--- config.mk ---
export PLATFORM = sky130hd
export DESIGN_NAME = sync_serial_spi_port
export DESIGN_NICKNAME = d
export VERILOG_FILES = /design/src/spi_port_pkg.sv /design/src/sync_serial_spi_port.sv
export SDC_FILE = /design/constraint.sdc
export NUM_CORES = 1
export LEC_CHECK = 0
export ABC_AREA = 1
export BUFFER_PORTS_ARGS = -buffer_cell sky130_fd_sc_hd__buf_2
export CAP_MARGIN = 20
export CELL_PAD_IN_SITES_DETAIL_PLACEMENT = 2
export CELL_PAD_IN_SITES_GLOBAL_PLACEMENT = 2
export CORE_ASPECT_RATIO = 1.1
export CORE_UTILIZATION = 30
export DETAILED_ROUTE_END_ITERATION = 6
export PLACE_DENSITY = 0.93
export SYNTH_ARGS = -nofsm -noshare
export SYNTH_HDL_FRONTEND = slang
export SYNTH_SLANG_ARGS = --single-unit
export TNS_END_PERCENT = 1
--- constraint.sdc ---
create_clock -name aclk -period 4.29 [get_ports aclk]
set_input_delay 0.2145 -clock aclk [delete_from_list [all_inputs] [get_ports aclk]]
set_output_delay 0.2145 -clock aclk [all_outputs]
set_load 0.05 [all_outputs]
--- src/spi_port_pkg.sv ---
`default_nettype none
package spi_port_pkg;
    // register byte addresses
    localparam int          ADDR_W           = 5;
    localparam logic [4:0]  ADDR_CONTROL_ONE = 5'h00;
    localparam logic [4:0]  ADDR_STATUS      = 5'h04;
    localparam logic [4:0]  ADDR_BUFFER      = 5'h08;
    localparam logic [4:0]  ADDR_PIN_OPTION  = 5'h0C;
    localparam logic [4:0]  ADDR_EVENT       = 5'h10;
    // serial_port_control_one fields
    localparam int          WRITE_COLLISION_FLAG_BIT         = 7;
    localparam int          OVF_BIT          = 6;
    localparam int          EN_BIT           = 5;
    localparam int          CKP_BIT          = 4;
    localparam int          MODE_LSB         = 0;
    // port_status_register fields
    localparam int          SMP_BIT          = 7;
    localparam int          CKE_BIT          = 6;
    localparam int          BF_BIT           = 0;
    // pin option and event fields
    localparam int          OD_BIT           = 7;
    localparam int          SDO_OFF_BIT      = 5;
    localparam int          IRQ_BIT          = 0;
    // reset values
    localparam logic [7:0]  CONTROL_RESET    = 8'h00;
    localparam logic [7:0]  STATUS_RESET     = 8'h00;
    localparam logic [7:0]  PIN_RESET        = 8'h00;
    localparam logic [7:0]  BUFFER_RESET     = 8'h00;
    // port_mode_field encodings
    localparam logic [3:0]  MODE_DIV4        = 4'h0;
    localparam logic [3:0]  MODE_DIV16       = 4'h1;
    localparam logic [3:0]  MODE_DIV64       = 4'h2;
    localparam logic [3:0]  MODE_TIMER       = 4'h3;
    localparam logic [3:0]  MODE_SLAVE_SS    = 4'h4;
    localparam logic [3:0]  MODE_SLAVE_NOSS  = 4'h5;
    // bit clock dividers, in system clocks per bit
    localparam int          DIV4             = 4;
    localparam int          DIV16            = 16;
    localparam int          DIV64            = 64;
    localparam logic [5:0]  HALF_DIV4        = 6'(DIV4 / 2);
    localparam logic [5:0]  HALF_DIV16       = 6'(DIV16 / 2);
    localparam logic [5:0]  HALF_DIV64       = 6'(DIV64 / 2);
    // serial clock edges per byte
    localparam logic [4:0]  EDGES_LAST       = 5'h0F;
    localparam logic [4:0]  EDGES_EXTRA      = 5'h10;
    localparam logic [1:0]  RESP_OKAY        = 2'h0;
    localparam logic [1:0]  RESP_SLVERR      = 2'h2;
    typedef enum logic {M_IDLE, M_RUN} master_state_t;
endpackage
`default_nettype wire

--- src/sync_serial_spi_port.sv ---
`default_nettype none
// Summary of operation
// - busy buffer write dropped, collision flag set
// - slave byte into full buffer sets overflow
// - master mode never sets overflow
// - enable bit hands pins to port
// - polarity bit sets serial clock idle level
// - modes 0101/0100 slave without/with select
// - master rates: div 4, 16, 64, timer/2
// - msb first; full byte sets full, interrupt
// - receive double-buffered behind shift register
// - buffer read clears buffer-full flag
// - shift register reachable only via buffer
// - master buffer write starts exchange immediately
// - data-out disabled master keeps receiving
// - slave shifts on external clock edges
// - slave runs in sleep, byte wakes
// - open-drain option: drive low only
// - shift on one edge, latch other
// - edge select set: data valid first
// - pin directions follow mode
// - sample bit: end or middle, master only
// - edge select picks output transition
// - high select tri-states, clears bit count
module sync_serial_spi_port #(
    parameter int BYTE_W = 8
) (
    // clock and reset
    input  wire logic                          aclk,
    input  wire logic                          aresetn,
    // axi4-lite write
    input  wire logic                          awvalid,
    output logic                               awready,
    input  wire logic [spi_port_pkg::ADDR_W-1:0] awaddr,
    input  wire logic                          wvalid,
    output logic                               wready,
    input  wire logic [31:0]                   wdata,
    input  wire logic [3:0]                    wstrb,
    output logic                               bvalid,
    input  wire logic                          bready,
    output logic [1:0]                         bresp,
    // axi4-lite read
    input  wire logic                          arvalid,
    output logic                               arready,
    input  wire logic [spi_port_pkg::ADDR_W-1:0] araddr,
    output logic                               rvalid,
    input  wire logic                          rready,
    output logic [31:0]                        rdata,
    output logic [1:0]                         rresp,
    // serial pins
    input  wire logic                          sck_in,
    output logic                               sck_out,
    output logic                               sck_oe,
    input  wire logic                          sdi_in,
    output logic                               sdo_out,
    output logic                               sdo_oe,
    input  wire logic                          ss_n_in,
    // system side
    input  wire logic                          timer_two_tick,
    input  wire logic                          sleep_in,
    output logic                               wake_pulse,
    output logic                               port_owns_pins,
    output logic                               ss_pin_owned,
    output logic                               port_interrupt_flag
);
    import spi_port_pkg::*;

    if (BYTE_W != 8) begin : g_bad_width
        $error("BYTE_W must be 8");
    end

    // control and status
    logic              write_collision_flag_reg, receive_overflow_flag_reg;
    logic              port_enable_bit_reg, clock_polarity_bit_reg;
    logic [3:0]        port_mode_field_reg;
    logic              input_sample_phase_reg, cke_reg, buffer_full_flag_reg;
    logic              open_drain_select_reg, sdo_off_reg, irq_reg;
    logic [BYTE_W-1:0] buf_reg, tx_sr_reg, rx_sr_reg;
    logic              out_bit_reg, sck_reg, sck_prev_reg, wake_reg;
    logic [3:0]        bit_cnt_reg;
    logic [4:0]        edge_reg;
    logic [5:0]        div_reg;
    master_state_t     mst_reg;
    logic              bvalid_reg, rvalid_reg;
    logic [1:0]        bresp_reg, rresp_reg;
    logic [31:0]       rdata_reg;

    function automatic logic mapped(input logic [ADDR_W-1:0] a);
        return a == ADDR_CONTROL_ONE || a == ADDR_STATUS || a == ADDR_BUFFER
            || a == ADDR_PIN_OPTION || a == ADDR_EVENT;
    endfunction

    // mode decode
    wire logic is_master = port_mode_field_reg[3:2] == 2'b00;
    wire logic ss_ctrl   = port_mode_field_reg == MODE_SLAVE_SS;
    wire logic is_slave  = ss_ctrl || port_mode_field_reg == MODE_SLAVE_NOSS;
    wire logic en        = port_enable_bit_reg;
    wire logic ss_hold   = en && ss_ctrl && ss_n_in;
    wire logic slave_run = en && is_slave && !ss_hold;
    wire logic cke       = cke_reg;
    wire logic input_sample_phase       = input_sample_phase_reg && is_master;
    wire logic m_run     = mst_reg == M_RUN;
    wire logic busy      = m_run || (slave_run && bit_cnt_reg != 4'h0);

    // bus write decode
    wire logic wr_fire = awvalid && wvalid && !bvalid_reg;
    wire logic wr_lane = wr_fire && wstrb[0];
    wire logic wr_ctl  = wr_lane && awaddr == ADDR_CONTROL_ONE;
    wire logic wr_stat = wr_lane && awaddr == ADDR_STATUS;
    wire logic wr_buf  = wr_lane && awaddr == ADDR_BUFFER;
    wire logic wr_pin  = wr_lane && awaddr == ADDR_PIN_OPTION;
    wire logic wr_evt  = wr_lane && awaddr == ADDR_EVENT;
    wire logic wr_ok   = wr_buf && !busy;
    wire logic start   = wr_ok && en && is_master;
    wire logic rd_fire = arvalid && !rvalid_reg;
    wire logic rd_buf  = rd_fire && araddr == ADDR_BUFFER;

    // master bit clock: one tick per serial clock half period
    wire logic [5:0] half_cnt =
        port_mode_field_reg == MODE_DIV4  ? HALF_DIV4  :
        port_mode_field_reg == MODE_DIV16 ? HALF_DIV16 : HALF_DIV64;
    wire logic timer_mode = port_mode_field_reg == MODE_TIMER;
    wire logic m_tick = m_run && (timer_mode ? timer_two_tick
                                             : div_reg == half_cnt - 6'h01);
    wire logic pend_extra = !cke && input_sample_phase;
    wire logic m_toggle   = m_tick && edge_reg <= EDGES_LAST;
    wire logic m_shift    = m_toggle && edge_reg[0] == cke;
    wire logic m_sample   = m_tick && edge_reg[0] == !(cke ^ input_sample_phase)
                            && !(edge_reg == 5'h00 && !cke);
    wire logic m_end      = m_tick && edge_reg == (pend_extra ? EDGES_EXTRA : EDGES_LAST);

    // slave edges from the external clock
    wire logic s_lead  = slave_run && sck_prev_reg == clock_polarity_bit_reg
                         && sck_in != clock_polarity_bit_reg;
    wire logic s_trail = slave_run && sck_prev_reg != clock_polarity_bit_reg
                         && sck_in == clock_polarity_bit_reg;
    wire logic s_shift  = cke ? s_trail : s_lead;
    wire logic s_sample = cke ? s_lead : s_trail;

    wire logic do_shift  = m_shift || s_shift;
    wire logic do_sample = m_sample || s_sample;
    wire logic [BYTE_W-1:0] rx_next = {rx_sr_reg[BYTE_W-2:0], sdi_in};
    wire logic byte_done = do_sample && bit_cnt_reg == 4'(BYTE_W - 1);
    wire logic ovf_set   = byte_done && is_slave && buffer_full_flag_reg;
    wire logic load_rx   = byte_done && !ovf_set;

    // flag next values: hardware set wins over software clear
    wire logic write_collision_flag_next = (wr_ctl ? wdata[WRITE_COLLISION_FLAG_BIT] : write_collision_flag_reg)
                           || (wr_buf && busy);
    wire logic ovf_next  = (wr_ctl ? wdata[OVF_BIT] : receive_overflow_flag_reg)
                           || ovf_set;
    wire logic bf_next   = load_rx || (buffer_full_flag_reg && !rd_buf);
    wire logic irq_next  = byte_done || (irq_reg && !(wr_evt && wdata[IRQ_BIT]));

    always_ff @(posedge aclk) begin
        if (!aresetn) begin
            write_collision_flag_reg  <= CONTROL_RESET[WRITE_COLLISION_FLAG_BIT];
            receive_overflow_flag_reg <= CONTROL_RESET[OVF_BIT];
            port_enable_bit_reg       <= CONTROL_RESET[EN_BIT];
            clock_polarity_bit_reg    <= CONTROL_RESET[CKP_BIT];
            port_mode_field_reg       <= CONTROL_RESET[MODE_LSB+:4];
            input_sample_phase_reg    <= STATUS_RESET[SMP_BIT];
            cke_reg                   <= STATUS_RESET[CKE_BIT];
            buffer_full_flag_reg      <= STATUS_RESET[BF_BIT];
            open_drain_select_reg     <= PIN_RESET[OD_BIT];
            sdo_off_reg               <= PIN_RESET[SDO_OFF_BIT];
            irq_reg                   <= 1'b0;
        end else begin
            write_collision_flag_reg  <= write_collision_flag_next;
            receive_overflow_flag_reg <= ovf_next;
            buffer_full_flag_reg      <= bf_next;
            irq_reg                   <= irq_next;
            if (wr_ctl) begin
                port_enable_bit_reg    <= wdata[EN_BIT];
                clock_polarity_bit_reg <= wdata[CKP_BIT];
                port_mode_field_reg    <= wdata[MODE_LSB+:4];
            end
            if (wr_stat) begin
                input_sample_phase_reg <= wdata[SMP_BIT];
                cke_reg                <= wdata[CKE_BIT];
            end
            if (wr_pin) begin
                open_drain_select_reg <= wdata[OD_BIT];
                sdo_off_reg           <= wdata[SDO_OFF_BIT];
            end
        end
    end

    // buffer: a write fills both buffer and shift register
    always_ff @(posedge aclk) begin
        if (!aresetn) begin
            buf_reg     <= BUFFER_RESET;
            tx_sr_reg   <= BUFFER_RESET;
            out_bit_reg <= 1'b0;
        end else begin
            if (load_rx) begin
                buf_reg <= rx_next;
            end else if (wr_ok) begin
                buf_reg <= wdata[BYTE_W-1:0];
            end
            if (wr_ok) begin
                out_bit_reg <= wdata[BYTE_W-1];
                tx_sr_reg   <= cke ? {wdata[BYTE_W-2:0], 1'b0} : wdata[BYTE_W-1:0];
            end else if (do_shift) begin
                out_bit_reg <= tx_sr_reg[BYTE_W-1];
                tx_sr_reg   <= {tx_sr_reg[BYTE_W-2:0], 1'b0};
            end
        end
    end

    // receive shifter and bit counter
    always_ff @(posedge aclk) begin
        if (!aresetn) begin
            rx_sr_reg   <= BUFFER_RESET;
            bit_cnt_reg <= 4'h0;
        end else if (!en || ss_hold) begin
            bit_cnt_reg <= 4'h0;
        end else if (do_sample) begin
            rx_sr_reg   <= rx_next;
            bit_cnt_reg <= byte_done ? 4'h0 : bit_cnt_reg + 4'h1;
        end
    end

    // master clock generator
    always_ff @(posedge aclk) begin
        if (!aresetn) begin
            mst_reg  <= M_IDLE;
            edge_reg <= 5'h00;
            div_reg  <= 6'h00;
            sck_reg  <= 1'b0;
        end else begin
            case (mst_reg)
                M_IDLE: begin
                    sck_reg  <= clock_polarity_bit_reg;
                    edge_reg <= 5'h00;
                    div_reg  <= 6'h00;
                    if (start) begin
                        mst_reg <= M_RUN;
                    end
                end
                M_RUN: begin
                    div_reg <= (m_tick || timer_mode) ? 6'h00 : div_reg + 6'h01;
                    if (!en || !is_master || m_end) begin
                        mst_reg <= M_IDLE;
                        sck_reg <= clock_polarity_bit_reg;
                    end else if (m_tick) begin
                        edge_reg <= edge_reg + 5'h01;
                        if (m_toggle) begin
                            sck_reg <= !sck_reg;
                        end
                    end
                end
                default: mst_reg <= M_IDLE;
            endcase
        end
    end

    // slave edge history and wake
    always_ff @(posedge aclk) begin
        if (!aresetn) begin
            sck_prev_reg <= 1'b0;
            wake_reg     <= 1'b0;
        end else begin
            sck_prev_reg <= slave_run ? sck_in : clock_polarity_bit_reg;
            wake_reg     <= byte_done && sleep_in;
        end
    end

    // pins; open drain only ever drives low
    wire logic od        = open_drain_select_reg;
    wire logic sdo_drive = en && (is_master || slave_run) && !sdo_off_reg;
    assign sck_out        = od ? 1'b0 : sck_reg;
    assign sck_oe         = en && is_master && (!od || !sck_reg);
    assign sdo_out        = od ? 1'b0 : out_bit_reg;
    assign sdo_oe         = sdo_drive && (!od || !out_bit_reg);
    assign port_owns_pins = en;
    assign ss_pin_owned   = en && ss_ctrl;
    assign port_interrupt_flag = irq_reg;
    assign wake_pulse     = wake_reg;

    // register read words
    logic [31:0] ctl_word, stat_word, pin_word, evt_word, rd_word;
    always_comb begin
        ctl_word = 32'h0000_0000;
        ctl_word[WRITE_COLLISION_FLAG_BIT]     = write_collision_flag_reg;
        ctl_word[OVF_BIT]      = receive_overflow_flag_reg;
        ctl_word[EN_BIT]       = port_enable_bit_reg;
        ctl_word[CKP_BIT]      = clock_polarity_bit_reg;
        ctl_word[MODE_LSB+:4]  = port_mode_field_reg;
        stat_word = 32'h0000_0000;
        stat_word[SMP_BIT]     = input_sample_phase_reg;
        stat_word[CKE_BIT]     = cke_reg;
        stat_word[BF_BIT]      = buffer_full_flag_reg;
        pin_word = 32'h0000_0000;
        pin_word[OD_BIT]       = open_drain_select_reg;
        pin_word[SDO_OFF_BIT]  = sdo_off_reg;
        evt_word = 32'h0000_0000;
        evt_word[IRQ_BIT]      = irq_reg;
    end
    assign rd_word = araddr == ADDR_CONTROL_ONE ? ctl_word :
                     araddr == ADDR_STATUS      ? stat_word :
                     araddr == ADDR_BUFFER      ? {24'h000000, buf_reg} :
                     araddr == ADDR_PIN_OPTION  ? pin_word :
                     araddr == ADDR_EVENT       ? evt_word : 32'h0000_0000;

    // bus responses
    always_ff @(posedge aclk) begin
        if (!aresetn) begin
            bvalid_reg <= 1'b0;
            bresp_reg  <= RESP_OKAY;
            rvalid_reg <= 1'b0;
            rresp_reg  <= RESP_OKAY;
            rdata_reg  <= 32'h0000_0000;
        end else begin
            if (wr_fire) begin
                bvalid_reg <= 1'b1;
                bresp_reg  <= mapped(awaddr) ? RESP_OKAY : RESP_SLVERR;
            end else if (bready) begin
                bvalid_reg <= 1'b0;
            end
            if (rd_fire) begin
                rvalid_reg <= 1'b1;
                rresp_reg  <= mapped(araddr) ? RESP_OKAY : RESP_SLVERR;
                rdata_reg  <= rd_word;
            end else if (rready) begin
                rvalid_reg <= 1'b0;
            end
        end
    end
    assign awready = wr_fire;
    assign wready  = wr_fire;
    assign bvalid  = bvalid_reg;
    assign bresp   = bresp_reg;
    assign arready = rd_fire;
    assign rvalid  = rvalid_reg;
    assign rresp   = rresp_reg;
    assign rdata   = rdata_reg;
endmodule // sync_serial_spi_port
`default_nettype wire

-- Word level (Yosys, flattened, before mapping)
Cells that the tools add are included.
- register bits: 95
- bits in latches: 0
- bits in writable memories: 0
- memory bits (read-only): 0
- input bits: 58
- output and inout bits: 49
- word-level logic and storage cells: 201
- memories kept: 0
- add/sub/neg operators: 4
- multipliers: 0
- div/mod/pow operators: 0
- $lt $le $gt $ge: 1
- equal/unequal tests: 25
- shift-type cells: 0
- mux-type cells: 42
- bitwise operators: 4
- reduce and logical (&&, ||, !) cells: 98
- operators with widths (cell ; count):
    $mux 8 ; 9
    $logic_and 1x1->1 ; 45
    $logic_or 1x1->1 ; 23
    $eq 5x4->1 const B ; 4
    $mux 1 ; 20
    $mux 6 ; 3
    $logic_not 1->1 ; 16
    $logic_not 5->1 ; 3
    $mux 5 ; 3
    $eq 4x3->1 const B ; 3
    $pmux 6 s2 ; 1
    $eq 5x3->1 const B ; 2
    $eq 5x5->1 const B ; 2
    $pmux 5 s2 ; 1
    $reduce_bool 2->1 ; 4
    $add 6x1->6 const B ; 1
    $eq 6x6->1 ; 1
    $ne 3x1->1 const B ; 2
    $reduce_and 2->1 ; 3
    $sub 6x1->6 const B ; 1
    $add 5x1->5 const B ; 1
    $eq 5x5->1 ; 1
    $le 5x4->1 const B ; 1
    $add 4x1->4 const B ; 1
    15 further kinds ; 23

-- Longest topological paths before layout
- depth in word-level cells: 16
- gate-level depth with buffers: 14
- gate-level depth less buffers: 14

-- Least setup slack after synthesis
OpenSTA, ideal clock, no wires.
- kind: register to output
- start point: register port_enable_bit_reg, in the netlist port_owns_pins
- end point: output port sdo_oe
- arrival time: 2.366 ns
- data required time: 4.076 ns
- slack: 1.709 ns
- cell stages (with the launch flop): 5
- buffers on the path: 0
- cells stage by stage: dfxtp_1 > inv_2 > nor3_4 > nand2_2 > a221oi_1
- cells in the longest elaborated chain, start to end: 8
- elaborated cells on any way between the ends: 9
- classes of those cells: reduce/logical (9)
- RTL lines (item ; RTL line ; text):
    start, declared ; sync_serial_spi_port.sv:74 ; logic port_enable_bit_reg, clock_polarity_bit_reg;
    start signal, assigned ; sync_serial_spi_port.sv:159 ; port_enable_bit_reg <= CONTROL_RESET[EN_BIT];
    start signal, assigned ; sync_serial_spi_port.sv:174 ; port_enable_bit_reg <= wdata[EN_BIT];
    $logic_and 1x1->1 (2 in a row) ; sync_serial_spi_port.sv:98 ; wire logic ss_hold = en && ss_ctrl && ss_n_in;
    $logic_not 1->1 ; sync_serial_spi_port.sv:99 ; wire logic slave_run = en && is_slave && !ss_hold;
    $logic_and 1x1->1 ; sync_serial_spi_port.sv:99 ;
    $logic_or 1x1->1 ; sync_serial_spi_port.sv:271 ; wire logic sdo_drive = en && (is_master || slave_run) && !sdo_off_reg;
    $logic_and 1x1->1 (*) (2 in a row) ; sync_serial_spi_port.sv:271 ;
    $logic_and 1x1->1 (*) ; sync_serial_spi_port.sv:275 ; assign sdo_oe = sdo_drive && (!od || !out_bit_reg);
    end, declared ; sync_serial_spi_port.sv:56 ; output logic sdo_oe,
Mark *: on every way between the ends. The rest lies on a longest branch, timed or not.

-- Worst setup path in the final report
- start point: register cke_reg, in the netlist cke
- end point: register rx_sr_reg[5]
- cells in the longest elaborated chain, start to end: 7
- elaborated cells on any way between the ends: 11
- classes of those cells: eq/ne (1); mux (1); bitwise (1); reduce/logical (8)
- RTL lines (item ; RTL line ; text):
    start, declared ; sync_serial_spi_port.sv:76 ; logic input_sample_phase_reg, cke_reg, buffer_full_flag_reg;
    start signal, assigned ; sync_serial_spi_port.sv:163 ; cke_reg <= STATUS_RESET[CKE_BIT];
    start signal, assigned ; sync_serial_spi_port.sv:180 ; cke_reg <= wdata[CKE_BIT];
    $xor 1x1->1 ; sync_serial_spi_port.sv:128 ; wire logic m_sample = m_tick && edge_reg[0] == !(cke ^ input_sample_phase)
    $logic_not 1->1 ; sync_serial_spi_port.sv:128 ;
    $eq 1x1->1 ; sync_serial_spi_port.sv:128 ;
    $logic_and 1x1->1 ; sync_serial_spi_port.sv:128 ;
    $logic_and 1x1->1 ; sync_serial_spi_port.sv:129 ; && !(edge_reg == 5'h00 && !cke);
    $logic_or 1x1->1 (*) ; sync_serial_spi_port.sv:141 ; wire logic do_sample = m_sample || s_sample;
    $reduce_and 2->1 (no source line) (*) ; - ;
    end signal, assigned ; sync_serial_spi_port.sv:219 ; rx_sr_reg <= rx_next;
    end, declared ; sync_serial_spi_port.sv:78 ; logic [BYTE_W-1:0] buf_reg, tx_sr_reg, rx_sr_reg;
Marks and branches as above.
A chain may end at the register's enable or synchronous reset.

==> metrics <==
status finished clean; pwr/cell area 355 nW/um^2; Yosys warnings 0; Worst path slowest cell inv_1; unrepaired setup endpoints after global routing no; crit path cell chain inv_1, ha_1, xnor2_1, o21ai_0, inv_1, nand3_2, nand2_4, nand2_1, o21ai_0, a21oi_1; H-tree levels 3; worst reg2reg path depth 10; CTS Hold Bufs 0; FF-to-FF Start cke$_SDFFE_PN0P_; post-detail-place hpwl 9.66 mm; Mapped Cells approximately 570; Yosys reg bits 69; Critical Path Start cke$_SDFFE_PN0P_; Initial DRC Count 118; worst slack at placement about 1.8 ns; diodes inserted 0; vias post-DR 3,907; Max Cap Viol 0; Comb power frac 0.104; leakage 1.99 nW; HP Start sleep_in; Total GRT Usage 0.215; global route overflow 0; Slew @ Worst Pin 0.993 ns; Num CTS Buffers 9; total negative slack 0 ns; DRC viols 0; Post-Layout Inst Area 4470 um^2; Post-Place Cell Area approximately 4200 um^2; Port-buffer cells 53; fin crit period between 2 and 3 ns; # rows 43; max incr delay on CP 0.50 ns; CP Launch Type flip-flop; sequential share of power 0.412; postcts setup bufs 0; GR peak layer met2; skew final approximately 0.0063 ns; Final Cycle Share 0.596; Rel. slew slack 0.336; worst setup margin about 1.7 ns; initial core utilization 0.309; critical path required time around 4.5 ns; FMAX 391 MHz; deepest clock path buffer count 2; non-filler cells, final slightly below 800; Netlist cell types 39; critical path class reg -> reg; ys flop type dfxtp_1; final WL 13.8 mm; Avg WL per Cell 17.9 um; Post-DRT Antenna Nets 0; Clock power frac 0.484; height of the die around 120 um; Pre-antenna DRT Iters 4; GPL Wtd Cong 0.761; Mean Syn Cell Area 6.91 um^2; internal power 1.14 mW; CTS root buf clkbuf_16; fin util 0.354; Data arrival, critical path roughly 2.8 ns; nets around 680; chip width between 100 and 150 um; share of layout cells above drive strength 1 0.157; Via density 5.05; Area Growth Syn to Fin 14.6%; CP Capture Type flip-flop; global-route wire length before repair 22.4 mm; clk slew on worst S/H paths around 0.060 ns; Slew Viols, Final 0; P_sw 448 uW; ys async rst share 0; core footprint 12,600 um^2; Final Power around 1.6 mW; worst vdd rail ir drop 0.149 mV; Cell Area, Synth 3900 um^2; met3 usage 0.0313; Seq/Total Area, Yosys 0.354; # IOs approximately 110; Hold WC Path Type in -> reg; largest net degree at the start of global routing 40; Final Hold Slack 0.106 ns; CTS tree built; worst-path maximum fanout 20; number of flops mapped to enable cells by yosys 0; final-report setup violation count 0; GR met2 Demand/Resource 0.392; CTS Sinks 69; Hold Fails Final Rpt 0; met1 Track Usage GR 0.236; CTS-repair resized insts 0; Cells after DPL 757; die area roughly 13,000 um^2; Clock Latency Late Sink approximately 0.35 ns; fill count 1,524; initial antenna violation count 0; worst hold stages 3; vias in the first global route 4,291; switch share 0.282
## synth_stat cells, types with 3 or more instances
cell,n,share of area
nand2_1,105,0.10
inv_1,77,0.074
dfxtp_1,69,0.35
nor2_1,57,0.055
a21oi_1,55,0.070
o21ai_0,44,0.056
nand3_1,30,0.038
buf_4,29,0.056
nand4_1,14,0.022
clkbuf_1,11,0.011
ha_1,7,0.022
nor3_1,6,0.0077
o21ai_1,6,0.0077
inv_2,4,0.0038
nand2_2,4,0.0064
nand3_2,4,0.010
o221ai_1,4,0.0090
xnor2_1,4,0.0090
buf_6,3,0.0087
nor2_2,3,0.0048
o211ai_1,3,0.0058
## power groups by stage
| stage | Sequential [mW] | Clock [mW] | Combinational, mW |
|---|---|---|---|
| floorplan | 0.695 | 0 | 0.112 |
| global placement | 0.669 | 0 | 0.157 |
| detailed placement | 0.670 | 0 | 0.162 |
| CTS | 0.656 | 0.785 | 0.166 |
| global route | 0.656 | 0.811 | 0.176 |
| finish | 0.656 | 0.769 | 0.166 |
## final timing paths
kind / end / slack (ns)
worst max register to register: rx_sr_reg[5]$_SDFFE_PN0P_ / 1.73
worst max-delay path: rx_sr_reg[5]$_SDFFE_PN0P_ / 1.73
worst min-delay path: wake_pulse$_SDFF_PN0_ / 0.11
worst min register to register: rx_sr_reg[4]$_SDFFE_PN0P_ / 0.48
## logic make-up after synthesis
family          synth area share
flops                      0.354
fa+ha+maj                 0.0224
xor+xnor                  0.0135
compound gates             0.167
other cells             0.000960
simple gates               0.285
buf+inv                    0.157
## worst max-delay path: cells and delay by family, from the launching register on
| kind | cells | cell delay [ns] |
|---|---|---|
| AO/OA/AOI/OAI | 3 | 0.42 |
| buffers and inverters | 2 | 0.58 |
| XOR/XNOR | 1 | 0.13 |
| flip-flops | 1 | 0.38 |
| AND/OR/NAND/NOR | 3 | 0.57 |
| adder cells (fa/ha/maj) | 1 | 0.35 |
## cell usage in the layout, fill, tap and decap left out, types with 6 or more instances in the layout
master and count:
nand2_1 105, inv_1 77, dfxtp_1 69, nor2_1 57, a21oi_1 55, buf_2 53, o21ai_0 44, nand3_1 30
conb_1 26, nand4_1 14, clkbuf_16 9, ha_1 7, nor3_1 6, o21ai_1 6
## layer usage
metal | vias to the layer above | wire length, um
li1 | 1870 | -
met1 | 1927 | 5650
met2 | 75 | 7210
met3 | 35 | 327
met4 | 0 | 616
met5 | - | 0
## final cells by class
class	instances	area (um^2)	share of cell area
multi-input combinational	394	2000	0.448
sequential	69	1380	0.309
inverter	82	310	0.0694
timing repair buffer	55	280	0.0626
clock buffer	10	239	0.0534
tap	157	196	0.0439
clock inverter	6	62.6	0.0140
(Power assumes the default switching activity.)
